File: src/verilog/bit_timer_pkg.sv
// Constants, field layout and types of the mark/space bit timer
`default_nettype none
package bit_timer_pkg;
  // ==========================================================================
  // Register indices; byte address is four times the index
  localparam logic [9:0]  IDX_COUNT_LOW   = 10'h020;
  localparam logic [9:0]  IDX_CONTROL     = 10'h021;
  localparam logic [9:0]  IDX_IRQ_STATUS  = 10'h024;
  localparam logic [9:0]  IDX_IRQ_MASK    = 10'h025;
  localparam logic [9:0]  IDX_CPU_CONFIG  = 10'h033;
  localparam int          ADDR_W          = 12;
  // ==========================================================================
  // Control register fields and CPU config divide select field
  localparam int          CTL_COUNT_HI    = 6;
  localparam int          CTL_MODE        = 4;
  localparam int          CTL_IRQ_EN      = 3;
  localparam int          CTL_DONE_FLAG   = 2;
  localparam int          CTL_DATA_BIT    = 1;
  localparam int          CTL_BUF_FLAG    = 0;
  localparam int          CFG_DIV_SEL     = 5;
  // Interrupt status / mask bits
  localparam int          IRQ_BUF_BIT     = 0;
  localparam int          IRQ_DONE_BIT    = 1;
  // ==========================================================================
  // Reset values
  localparam logic [7:0]  RST_COUNT_LOW   = 8'h00;
  localparam logic [7:0]  RST_CONTROL     = 8'h00;
  localparam logic [1:0]  RST_DIV_SEL     = 2'h0;
  localparam logic [1:0]  RST_IRQ         = 2'h0;
  // ==========================================================================
  // Interrupt vectors
  localparam logic [7:0]  VEC_DONE_EDGE   = 8'h02;
  localparam logic [7:0]  VEC_BUF_EMPTY   = 8'h04;
  localparam logic [7:0]  VEC_NONE        = 8'h00;
  // Counter limits
  localparam logic [9:0]  COUNT_MAX       = 10'h3FF;
  // ==========================================================================
  typedef enum logic [1:0] {
    MODE_OFF      = 2'b00,
    MODE_GENERIC  = 2'b01,
    MODE_RECEIVE  = 2'b10,
    MODE_TRANSMIT = 2'b11
  } mode_t;

  typedef enum logic {
    TX_IDLE = 1'b0,
    TX_RUN  = 1'b1
  } tx_state_t;

  // Crystal divide ratio chosen by the system clock divide select field
  function automatic logic [7:0] divide_ratio(input logic [1:0] sel);
    case (sel)
      2'b11:   divide_ratio = 8'h10;
      2'b10:   divide_ratio = 8'h20;
      2'b01:   divide_ratio = 8'h40;
      default: divide_ratio = 8'h80;
    endcase
  endfunction : divide_ratio
endpackage : bit_timer_pkg
`default_nettype wire

File: src/verilog/proc_clock_divider.sv
// Processor clock enable: crystal divided by 16, 32, 64 or 128
`timescale 1ns/1ps
`default_nettype none
module proc_clock_divider (
  input  wire logic       clk,                          // Crystal clock
  input  wire logic       rst_b,                        // Async reset, active low
  input  wire logic [1:0] system_clock_divide_select,   // Divide select
  output var  logic       tick                          // One-cycle enable
);
  import bit_timer_pkg::*;

  logic [7:0] div_cnt_reg;
  logic [7:0] last_cnt;

  assign last_cnt = divide_ratio(system_clock_divide_select) - 8'h01;

  // ==========================================================================
  // Divider
  always_ff @(posedge clk or negedge rst_b) begin
    if (!rst_b) begin
      div_cnt_reg <= 8'h00;
      tick        <= 1'b0;
    end else if (div_cnt_reg >= last_cnt) begin
      div_cnt_reg <= 8'h00;
      tick        <= 1'b1;
    end else begin
      div_cnt_reg <= div_cnt_reg + 8'h01;
      tick        <= 1'b0;
    end
  end

  tick_spacing_a: assert property (@(posedge clk) disable iff (!rst_b)
    tick |=> !tick) else $error("divider tick lasted more than one cycle");
endmodule : proc_clock_divider
`default_nettype wire

File: src/verilog/bit_timer_mark_space.sv
// Mark/space bit timer with APB register slave and interrupts
// Operation
// - Ten-bit count: low byte register plus control bits seven and six.
// - Each mark or space lasts processor clock period times count plus one.
// - Mode field: 00 off, 01 generic timer, 10 receive, 11 transmit.
// - Interrupt enable bit three lets each set flag raise its interrupt.
// - Buffer flag interrupt vectors to 0x04, done flag interrupt to 0x02.
// - Transmit and generic: done flag sets when buffer empty and count expired.
// - Receive: done flag sets on every capture pin edge.
// - Reading control register clears done and buffer flags; both read-only.
// - Transmit: data bit is one-bit buffer; taking it sets buffer flag.
// - Transmit: buffer flag means buffer empty, load next bit.
// - Receive: data bit holds edge polarity, one rising, zero falling.
// - Receive: count field holds processor cycles since previous edge.
// - Receive: interval counter overflow sets the buffer flag.
// - Processor clock is crystal divided by 16, 32, 64 or 128.
`timescale 1ns/1ps
`default_nettype none
module bit_timer_mark_space (
  input  wire logic                       clk,                 // 100 MHz crystal clock
  input  wire logic                       rst_b,               // Async reset, active low
  input  wire logic                       psel,                // APB select
  input  wire logic                       penable,             // APB enable
  input  wire logic                       pwrite,              // APB direction
  input  wire logic [bit_timer_pkg::ADDR_W-1:0] paddr,         // APB byte address
  input  wire logic [31:0]                pwdata,              // APB write data
  output var  logic [31:0]                prdata,              // APB read data
  output var  logic                       pready,              // APB ready
  output var  logic                       pslverr,             // APB error
  input  wire logic                       capture_input_pin,   // Receive edge input
  output var  logic                       tx_key,              // Transmitter keying
  output var  logic                       done_edge_irq,       // Done/edge interrupt
  output var  logic                       buffer_empty_irq,    // Buffer/overflow interrupt
  output var  logic [7:0]                 irq_vector,          // Pending vector address
  output var  logic                       irq                  // Masked sticky interrupt
);
  import bit_timer_pkg::*;

  // ==========================================================================
  // Registers and state
  logic [7:0]  count_low_reg;
  logic [1:0]  count_hi_reg;
  mode_t       mode_reg;
  logic        irq_en_reg;
  logic        done_flag_reg;
  logic        data_bit_reg;
  logic        buf_flag_reg;
  logic [1:0]  div_sel_reg;
  logic [1:0]  status_reg;
  logic [1:0]  mask_reg;
  logic        buf_full_reg;
  tx_state_t   tx_state_reg;
  logic [9:0]  down_cnt_reg;
  logic [9:0]  up_cnt_reg;
  logic        pin_prev_reg;
  logic        tick;

  logic [9:0]  reg_idx;
  logic        access;
  logic        wr_count;
  logic        wr_ctrl;
  logic        rd_ctrl;
  logic        timing_mode;
  logic        take_bit;
  logic        finish;
  logic        edge_seen;
  logic        overflow;
  logic [1:0]  irq_events;
  logic [1:0]  status_next;
  logic [7:0]  ctrl_value;
  mode_t       wr_mode;

  function automatic logic idx_mapped(input logic [9:0] idx);
    idx_mapped = (idx == IDX_COUNT_LOW) || (idx == IDX_CONTROL) || (idx == IDX_IRQ_STATUS) ||
                 (idx == IDX_IRQ_MASK) || (idx == IDX_CPU_CONFIG);
  endfunction : idx_mapped

  proc_clock_divider u_divider (
    .clk                        (clk),
    .rst_b                      (rst_b),
    .system_clock_divide_select (div_sel_reg),
    .tick                       (tick)
  );

  // ==========================================================================
  // Bus decode
  assign reg_idx  = paddr[11:2];
  assign access   = psel && penable && pready && !pslverr;
  assign wr_count = access && pwrite && (reg_idx == IDX_COUNT_LOW);
  assign wr_ctrl  = access && pwrite && (reg_idx == IDX_CONTROL);
  assign rd_ctrl  = access && !pwrite && (reg_idx == IDX_CONTROL);
  assign wr_mode  = mode_t'(pwdata[CTL_MODE +: 2]);

  assign ctrl_value = {count_hi_reg, mode_reg, irq_en_reg, done_flag_reg, data_bit_reg, buf_flag_reg};

  // ==========================================================================
  // Timer events
  assign timing_mode = (mode_reg == MODE_TRANSMIT) || (mode_reg == MODE_GENERIC);
  assign take_bit    = tick && timing_mode && buf_full_reg &&
                       ((tx_state_reg == TX_IDLE) || (down_cnt_reg == 10'h000));
  assign finish      = tick && timing_mode && !buf_full_reg &&
                       (tx_state_reg == TX_RUN) && (down_cnt_reg == 10'h000);
  assign edge_seen   = (mode_reg == MODE_RECEIVE) && (capture_input_pin != pin_prev_reg);
  assign overflow    = (mode_reg == MODE_RECEIVE) && tick && !edge_seen &&
                       (up_cnt_reg == COUNT_MAX);
  assign irq_events  = {finish || edge_seen, take_bit || overflow};
  assign status_next = (status_reg & ~((access && pwrite && reg_idx == IDX_IRQ_STATUS) ?
                        pwdata[1:0] : 2'h0)) | irq_events;

  // ==========================================================================
  // APB slave: one wait state, registered answer
  always_ff @(posedge clk or negedge rst_b) begin
    if (!rst_b) begin
      pready  <= 1'b0;
      pslverr <= 1'b0;
      prdata  <= 32'h0000_0000;
    end else begin
      pready  <= psel && penable && !pready;
      pslverr <= psel && penable && !pready && (!idx_mapped(reg_idx) || (paddr[1:0] != 2'h0));
      if (psel && penable && !pready && !pwrite) begin
        case (reg_idx)
          IDX_COUNT_LOW:  prdata <= {24'h00_0000, count_low_reg};
          IDX_CONTROL:    prdata <= {24'h00_0000, ctrl_value};
          IDX_IRQ_STATUS: prdata <= {30'h0000_0000, status_reg};
          IDX_IRQ_MASK:   prdata <= {30'h0000_0000, mask_reg};
          IDX_CPU_CONFIG: prdata <= {25'h000_0000, div_sel_reg, 5'h00};
          default:        prdata <= 32'h0000_0000;
        endcase
      end
    end
  end

  // ==========================================================================
  // Count field: software value, or captured interval in receive mode
  always_ff @(posedge clk or negedge rst_b) begin
    if (!rst_b) begin
      count_low_reg <= RST_COUNT_LOW;
      count_hi_reg  <= RST_CONTROL[CTL_COUNT_HI +: 2];
    end else if (edge_seen) begin
      count_low_reg <= up_cnt_reg[7:0];
      count_hi_reg  <= up_cnt_reg[9:8];
    end else begin
      if (wr_count) begin
        count_low_reg <= pwdata[7:0];
      end
      if (wr_ctrl) begin
        count_hi_reg <= pwdata[CTL_COUNT_HI +: 2];
      end
    end
  end

  // Configuration fields
  always_ff @(posedge clk or negedge rst_b) begin
    if (!rst_b) begin
      mode_reg    <= mode_t'(RST_CONTROL[CTL_MODE +: 2]);
      irq_en_reg  <= RST_CONTROL[CTL_IRQ_EN];
      div_sel_reg <= RST_DIV_SEL;
      mask_reg    <= RST_IRQ;
    end else begin
      if (wr_ctrl) begin
        mode_reg   <= wr_mode;
        irq_en_reg <= pwdata[CTL_IRQ_EN];
      end
      if (access && pwrite && reg_idx == IDX_CPU_CONFIG) begin
        div_sel_reg <= pwdata[CFG_DIV_SEL +: 2];
      end
      if (access && pwrite && reg_idx == IDX_IRQ_MASK) begin
        mask_reg <= pwdata[1:0];
      end
    end
  end

  // Flags: set wins over the clear by read
  always_ff @(posedge clk or negedge rst_b) begin
    if (!rst_b) begin
      done_flag_reg <= RST_CONTROL[CTL_DONE_FLAG];
      buf_flag_reg  <= RST_CONTROL[CTL_BUF_FLAG];
    end else if (mode_reg == MODE_OFF) begin
      done_flag_reg <= 1'b0;
      buf_flag_reg  <= 1'b0;
    end else begin
      if (finish || edge_seen) begin
        done_flag_reg <= 1'b1;
      end else if (rd_ctrl) begin
        done_flag_reg <= 1'b0;
      end
      if (take_bit || overflow) begin
        buf_flag_reg <= 1'b1;
      end else if (rd_ctrl) begin
        buf_flag_reg <= 1'b0;
      end
    end
  end

  // Data bit and one-bit buffer
  always_ff @(posedge clk or negedge rst_b) begin
    if (!rst_b) begin
      data_bit_reg <= RST_CONTROL[CTL_DATA_BIT];
      buf_full_reg <= 1'b0;
    end else if (edge_seen) begin
      data_bit_reg <= capture_input_pin;
      buf_full_reg <= 1'b0;
    end else if (wr_ctrl && (wr_mode == MODE_TRANSMIT || wr_mode == MODE_GENERIC)) begin
      data_bit_reg <= pwdata[CTL_DATA_BIT];
      buf_full_reg <= 1'b1;
    end else if (!timing_mode || take_bit) begin
      buf_full_reg <= 1'b0;
    end
  end

  // ==========================================================================
  // Mark/space countdown and keying
  always_ff @(posedge clk or negedge rst_b) begin
    if (!rst_b) begin
      tx_state_reg <= TX_IDLE;
      down_cnt_reg <= 10'h000;
      tx_key       <= 1'b0;
    end else if (!timing_mode) begin
      tx_state_reg <= TX_IDLE;
      down_cnt_reg <= 10'h000;
      tx_key       <= 1'b0;
    end else begin
      case (tx_state_reg)
        TX_IDLE: begin
          if (take_bit) begin
            tx_state_reg <= TX_RUN;
            down_cnt_reg <= {count_hi_reg, count_low_reg};
            tx_key       <= (mode_reg == MODE_TRANSMIT) && data_bit_reg;
          end
        end
        TX_RUN: begin
          if (take_bit) begin
            down_cnt_reg <= {count_hi_reg, count_low_reg};
            tx_key       <= (mode_reg == MODE_TRANSMIT) && data_bit_reg;
          end else if (finish) begin
            tx_state_reg <= TX_IDLE;
            tx_key       <= 1'b0;
          end else if (tick) begin
            down_cnt_reg <= down_cnt_reg - 10'h001;
          end
        end
        default: tx_state_reg <= TX_IDLE;
      endcase
    end
  end

  // Receive edge interval counter
  always_ff @(posedge clk or negedge rst_b) begin
    if (!rst_b) begin
      up_cnt_reg   <= 10'h000;
      pin_prev_reg <= 1'b0;
    end else begin
      pin_prev_reg <= capture_input_pin;
      if (mode_reg != MODE_RECEIVE || edge_seen) begin
        up_cnt_reg <= 10'h000;
      end else if (tick) begin
        up_cnt_reg <= up_cnt_reg + 10'h001;
      end
    end
  end

  // ==========================================================================
  // Interrupts
  always_ff @(posedge clk or negedge rst_b) begin
    if (!rst_b) begin
      status_reg       <= RST_IRQ;
      irq              <= 1'b0;
      done_edge_irq    <= 1'b0;
      buffer_empty_irq <= 1'b0;
      irq_vector       <= VEC_NONE;
    end else begin
      status_reg       <= status_next;
      irq              <= |(status_reg & mask_reg);
      done_edge_irq    <= irq_en_reg && done_flag_reg;
      buffer_empty_irq <= irq_en_reg && buf_flag_reg;
      if (irq_en_reg && done_flag_reg) begin
        irq_vector <= VEC_DONE_EDGE;
      end else if (irq_en_reg && buf_flag_reg) begin
        irq_vector <= VEC_BUF_EMPTY;
      end else begin
        irq_vector <= VEC_NONE;
      end
    end
  end

  // ==========================================================================
  // Assertions
  read_clear_a: assert property (@(posedge clk) disable iff (!rst_b)
    rd_ctrl && !finish && !edge_seen |=> !done_flag_reg) else $error("done flag survived read");
  edge_flag_a: assert property (@(posedge clk) disable iff (!rst_b)
    edge_seen |=> done_flag_reg && up_cnt_reg == 10'h000) else $error("edge not flagged");
  edge_polarity_a: assert property (@(posedge clk) disable iff (!rst_b)
    edge_seen |=> data_bit_reg == $past(capture_input_pin)) else $error("wrong edge polarity");
  edge_count_a: assert property (@(posedge clk) disable iff (!rst_b)
    edge_seen |=> {count_hi_reg, count_low_reg} == $past(up_cnt_reg)) else $error("interval lost");
  take_flag_a: assert property (@(posedge clk) disable iff (!rst_b)
    take_bit |=> buf_flag_reg && down_cnt_reg == $past({count_hi_reg, count_low_reg}))
    else $error("bit take not flagged");
  overflow_flag_a: assert property (@(posedge clk) disable iff (!rst_b)
    overflow |=> buf_flag_reg && up_cnt_reg == 10'h000) else $error("overflow not flagged");
  off_quiet_a: assert property (@(posedge clk) disable iff (!rst_b)
    mode_reg == MODE_OFF |=> !done_flag_reg && !buf_flag_reg) else $error("flag set while off");
  key_value_a: assert property (@(posedge clk) disable iff (!rst_b)
    take_bit && mode_reg == MODE_TRANSMIT |=> tx_key == $past(data_bit_reg)) else $error("key wrong");
  finish_done_a: assert property (@(posedge clk) disable iff (!rst_b)
    finish |=> done_flag_reg && !tx_key) else $error("done not flagged");
  irq_vector_a: assert property (@(posedge clk) disable iff (!rst_b)
    irq_en_reg && done_flag_reg |=> done_edge_irq && irq_vector == VEC_DONE_EDGE)
    else $error("done vector wrong");
endmodule : bit_timer_mark_space
`default_nettype wire

File: config.mk
export PLATFORM = sky130hd
export DESIGN_NAME = bit_timer_mark_space
export DESIGN_NICKNAME = d
export VERILOG_FILES = /design/src/verilog/bit_timer_pkg.sv /design/src/verilog/proc_clock_divider.sv /design/src/verilog/bit_timer_mark_space.sv
export SDC_FILE = /design/constraint.sdc
export NUM_CORES = 1
export LEC_CHECK = 0
export BUFFER_PORTS_ARGS = -buffer_cell sky130_fd_sc_hd__buf_2
export CAP_MARGIN = 10
export CORE_ASPECT_RATIO = 0.8
export CORE_UTILIZATION = 55
export CTS_BUF_LIST = sky130_fd_sc_hd__clkbuf_16
export CTS_CLUSTER_SIZE = 14
export DETAILED_ROUTE_END_ITERATION = 16
export HOLD_SLACK_MARGIN = 0.12
export PLACE_DENSITY = 0.81
export RECOVER_POWER = 25
export SYNTH_ARGS = -nofsm -noshare
export SYNTH_HDL_FRONTEND = slang
export SYNTH_SLANG_ARGS = --single-unit
File: constraint.sdc
create_clock -name clk -period 4.9 [get_ports clk]
set_input_delay 0.98 -clock clk [delete_from_list [all_inputs] [get_ports clk]]
set_output_delay 0.98 -clock clk [all_outputs]
set_load 0.05 [all_outputs]
==> flow_summary.html <==
<table>
<tr><th>Metric</th><th>Value</th></tr>
<tr><th colspan="2">Synth</th></tr>
<tr><td>Post-synth EDFFs</td><td>0</td></tr>
<tr><td>Area fraction of the dominant cell type after synthesis</td><td>43.4%</td></tr>
<tr><td>Fraction of registers with async set or reset after synthesis</td><td>100%</td></tr>
<tr><td>Cell area after technology mapping</td><td>3980 µm²</td></tr>
<tr><td>Top cells by area in the synthesized netlist</td><td>sky130_fd_sc_hd__dfrtp_1 (43%), sky130_fd_sc_hd__buf_4 (5.9%), sky130_fd_sc_hd__mux2i_1 (3.8%)</td></tr>
<tr><td>Number of different library cells in the post-synthesis netlist</td><td>61</td></tr>
<tr><td>Sequential share of the synthesized area</td><td>43.4%</td></tr>
<tr><td>Cell count after synthesis</td><td>401</td></tr>
<tr><td>Average instance area after synthesis</td><td>9.91 µm²</td></tr>
<tr><td>Number of synthesized register bits</td><td>69</td></tr>
<tr><td>Most area-hungry cell type in the Yosys netlist</td><td>sky130_fd_sc_hd__dfrtp_1</td></tr>
<tr><td>Main flop type after synthesis</td><td>sky130_fd_sc_hd__dfrtp_1</td></tr>
<tr><td>Number of warnings issued by yosys</td><td>0</td></tr>
<tr><th colspan="2">CTS</th></tr>
<tr><td>CTS Root Cell</td><td>sky130_fd_sc_hd__clkbuf_16</td></tr>
<tr><td>Count of hold buffers inserted by post-cts repair</td><td>0</td></tr>
<tr><td>TritonCTS sink count</td><td>69</td></tr>
<tr><td>Number of setup buffers added after CTS</td><td>0</td></tr>
<tr><td>Source-to-sink clock delay at the later pin of the worst-skew pair</td><td>330 ps</td></tr>
<tr><td>Inserted Clock Buffers</td><td>9</td></tr>
<tr><td># resized after CTS</td><td>0</td></tr>
<tr><td>Number of H-tree branching levels</td><td>3</td></tr>
<tr><td>CTS tree</td><td>built</td></tr>
<tr><td>Maximum buffer depth of the clock tree</td><td>2</td></tr>
<tr><td>Clk slew on worst S/H paths</td><td>50 ps</td></tr>
<tr><th colspan="2">Worst setup path</th></tr>
<tr><td>CP top delay family</td><td>simple AND/OR/NAND/NOR gates</td></tr>
<tr><td>Number of buffer and inverter stages on the critical path</td><td>1</td></tr>
<tr><td>Worst Path Class, Setup</td><td>in -&gt; reg</td></tr>
<tr><td>Critical path's slowest cell</td><td>sky130_fd_sc_hd__or4b_4</td></tr>
<tr><td>Max Fanout on Critical Path</td><td>7</td></tr>
<tr><td>CP peak stage delay</td><td>600 ps</td></tr>
<tr><td>Worst EP required</td><td>5110 ps</td></tr>
<tr><td>Worst Setup End Kind</td><td>flop</td></tr>
<tr><td>Worst endpoint data arrival time</td><td>2890 ps</td></tr>
<tr><td>CP startpoint kind</td><td>primary input</td></tr>
<tr><td>Ordered cell list for the critical path</td><td>buf_2 -&gt; or4b_4 -&gt; or4_4 -&gt; nor2_1 -&gt; mux2_1</td></tr>
<tr><th colspan="2">Timing</th></tr>
<tr><td>Worst-Margin Slew</td><td>2070 ps</td></tr>
<tr><td>Max-Slew Margin vs Limit</td><td>-37.9%</td></tr>
<tr><td>Fin. max-slew vios</td><td>40</td></tr>
<tr><td>Fin. Hold Viols</td><td>0</td></tr>
<tr><td>Minimum clock period after layout</td><td>2680 ps</td></tr>
<tr><td>Unrepaired setup endpoints after global routing</td><td>false</td></tr>
<tr><td>Period utilisation layout</td><td>54.8%</td></tr>
<tr><td>Final setup slack of the worst path</td><td>2220 ps</td></tr>
<tr><td>Worst clock skew on the final layout</td><td>6.60 ps</td></tr>
<tr><td>Final number of setup-violating endpoints</td><td>0</td></tr>
<tr><td>Fmax</td><td>373 MHz</td></tr>
<tr><td>Final sum of negative setup slack</td><td>0 ps</td></tr>
<tr><th colspan="2">Place</th></tr>
<tr><td>Post-Place Setup Slack</td><td>1920 ps</td></tr>
<tr><td>GP Congestion</td><td>0.847</td></tr>
<tr><td>Placed insts</td><td>511</td></tr>
<tr><td>IO Port Bufs</td><td>41</td></tr>
<tr><td>Post-detailed-placement half-perimeter wirelength</td><td>6450 µm</td></tr>
<tr><th colspan="2">Detailed routing</th></tr>
<tr><td>Initial drt markers</td><td>263</td></tr>
<tr><td>DRT antenna net count</td><td>0</td></tr>
<tr><td>Vias per std cell</td><td>5.97</td></tr>
<tr><td>Vias after detailed routing</td><td>3147</td></tr>
<tr><td>Count of TritonRoute iterations in the first routing pass</td><td>5</td></tr>
<tr><td>DRC errors left</td><td>0</td></tr>
<tr><td>Routed len/inst</td><td>16.7 µm</td></tr>
<tr><td>Post-Route WL</td><td>8810 µm</td></tr>
<tr><th colspan="2">Pwr</th></tr>
<tr><td>Total Power Consumption</td><td>1.29 mW</td></tr>
<tr><td>Static leakage</td><td>2.04 nW</td></tr>
<tr><td>Power density cells</td><td>295 nW/µm²</td></tr>
<tr><td>Worst vdd ir</td><td>270 µV</td></tr>
<tr><th colspan="2">Cells and area</th></tr>
<tr><td>Register area</td><td>1730 µm²</td></tr>
<tr><td>Area growth, synth to finish</td><td>10.1%</td></tr>
<tr><td>Fill cells</td><td>559</td></tr>
<tr><td>Multi-input combinational cell area</td><td>2030 µm²</td></tr>
<tr><td>Antenna cells</td><td>0</td></tr>
<tr><td>Layout cell share with drive strength beyond 1</td><td>15.7%</td></tr>
<tr><td>Net count, final</td><td>492</td></tr>
<tr><td>Number of cells in the finished layout apart from fillers</td><td>527</td></tr>
<tr><th colspan="2">Outcome</th></tr>
<tr><td>Violations in the final reports</td><td>max-capacitance violations, max-slew violations</td></tr>
<tr><td>Result of the run</td><td>finished with violations</td></tr>
<tr><th colspan="2">Global route</th></tr>
<tr><td>Overflow left after global routing</td><td>0</td></tr>
<tr><td>Initial antenna violation count</td><td>0</td></tr>
<tr><td>Maximum number of pins on one net before global-route repair</td><td>40</td></tr>
<tr><td>First-pass GRT wire length</td><td>14300 µm</td></tr>
<tr><td>Overall global routing resource usage</td><td>24.3%</td></tr>
<tr><td>Number of global-route vias before repair</td><td>2834</td></tr>
<tr><th colspan="2">Floorplan</th></tr>
<tr><td>Starting density of the core</td><td>57.4%</td></tr>
<tr><td>Area enclosed by the die boundary</td><td>7570 µm²</td></tr>
<tr><td>Die span in y</td><td>78.0 µm</td></tr>
<tr><td>Floorplan core area</td><td>6930 µm²</td></tr>
<tr><td>Die extent in x</td><td>97.1 µm</td></tr>
<tr><td>Num rows</td><td>27</td></tr>
<tr><td>Count of boundary I/O pins</td><td>96</td></tr>
<tr><th colspan="2">Run</th></tr>
<tr><td>Maximum Capacitance Violations</td><td>1</td></tr>
<tr><th colspan="2">Worst hold path</th></tr>
<tr><td>Type of the tightest min-delay check</td><td>reg -&gt; reg</td></tr>
</table>
[path summary, 6_finish.rpt]
check,from,cells past startpoint,endpoint,slack (ps)
max in group asynchronous,rst_b,2,count_low_reg[0],2310
worst max-delay path,paddr[11],5,mode_reg[1],2220
worst max register to register,down_cnt_reg[0],6,down_cnt_reg[1],2240
worst min register to register,u_divider.div_cnt_reg[0],1,u_divider.div_cnt_reg[0],450
min in group asynchronous,rst_b,1,down_cnt_reg[3],1240
worst min-delay path,u_divider.div_cnt_reg[0],1,u_divider.div_cnt_reg[0],450
[cell families (layout without fill, tap and decap cells)]
kind of cell | after synthesis | in the layout | synth area share [%]
and+or+nand+nor | 151 | 151 | 21.0
AOI/OAI and AO/OA | 78 | 78 | 14.3
DFF | 69 | 69 | 43.4
buffers and inverters | 53 | 63 | 8.22
muxes | 25 | 25 | 7.18
xor gates and xnor gates | 16 | 16 | 3.53
adders and majority gates | 7 | 7 | 2.20
other | 2 | 31 | 0.189
[synth_stat cells, drive strengths merged, types with 4 or more instances]
library cell,count
dfrtp,69
nor2,38
buf,37
nand2,28
o21ai,18
mux2i,15
a21oi,14
nand3,14
clkbuf,11
xor2,10
nand4,9
and3,8
mux2,8
o2bb2ai,8
ha,7
nor4,7
and2,6
nor3,6
o211ai,6
xnor2,6
a22o,5
inv,5
nand2b,5
nor2b,5
or3,5
o31a,4
o41ai,4
or2,4
or4,4
[power breakdown]
group | total [mW] | switching (mW) | internal [mW]
logic | 0.102 | 0.0855 | 0.0164
registers | 0.575 | 0.00197 | 0.573
clock network | 0.615 | 0.230 | 0.385
[per-layer routing]
| metal | GRT usage (%) | up-vias | wire, µm |
|---|---|---|---|
| met5 | 0 | - | 0 |
| met4 | 7.76 | 0 | 86 |
| met3 | 5.25 | 9 | 533 |
| met2 | 37.2 | 121 | 4070 |
| met1 | 34.7 | 1549 | 4120 |
| li1 | - | 1468 | - |
[cell usage in the layout, fill, tap and decap left out, drive strengths merged, types with 9 or more instances in the layout]
| cell | n |
|---|---|
| dfrtp | 69 |
| buf | 39 |
| nor2 | 38 |
| conb | 31 |
| nand2 | 28 |
| o21ai | 18 |
| mux2i | 15 |
| a21oi | 14 |
| nand3 | 14 |
| clkbuf | 12 |
| xor2 | 10 |
| nand4 | 9 |
[final cells by class]
| type | instances | area share [%] |
|---|---|---|
| clock buffers | 9 | 5.15 |
| clock inverters | 7 | 1.32 |
| inverters | 5 | 0.429 |
| multi-input cells | 308 | 46.4 |
| flip-flops and latches | 69 | 39.5 |
| well taps | 87 | 2.49 |
| repair buffers | 42 | 4.77 |
[worst register-to-register path, delay by kind of cell, from the launching register on]
| family | cells | cell delay, ps |
|---|---|---|
| AOI/OAI and AO/OA | 2 | 980 |
| and+or+nand+nor | 2 | 820 |
| DFF | 1 | 420 |
| adders and majority gates | 1 | 230 |
| buffers and inverters | 1 | 90 |
[through the flow]
stage | hold WS (ps) | area (µm²) | utilization (%)
floorplan | 425 | 4080 | -
global placement | 442 | 4100 | 59.2
detailed placement | 454 | 4100 | 59.2
CTS | 460 | 4380 | 63.3
global route | 493 | 4380 | 63.2
finish | 455 | 4380 | 63.2
Power figures use the tool's default switching activity.
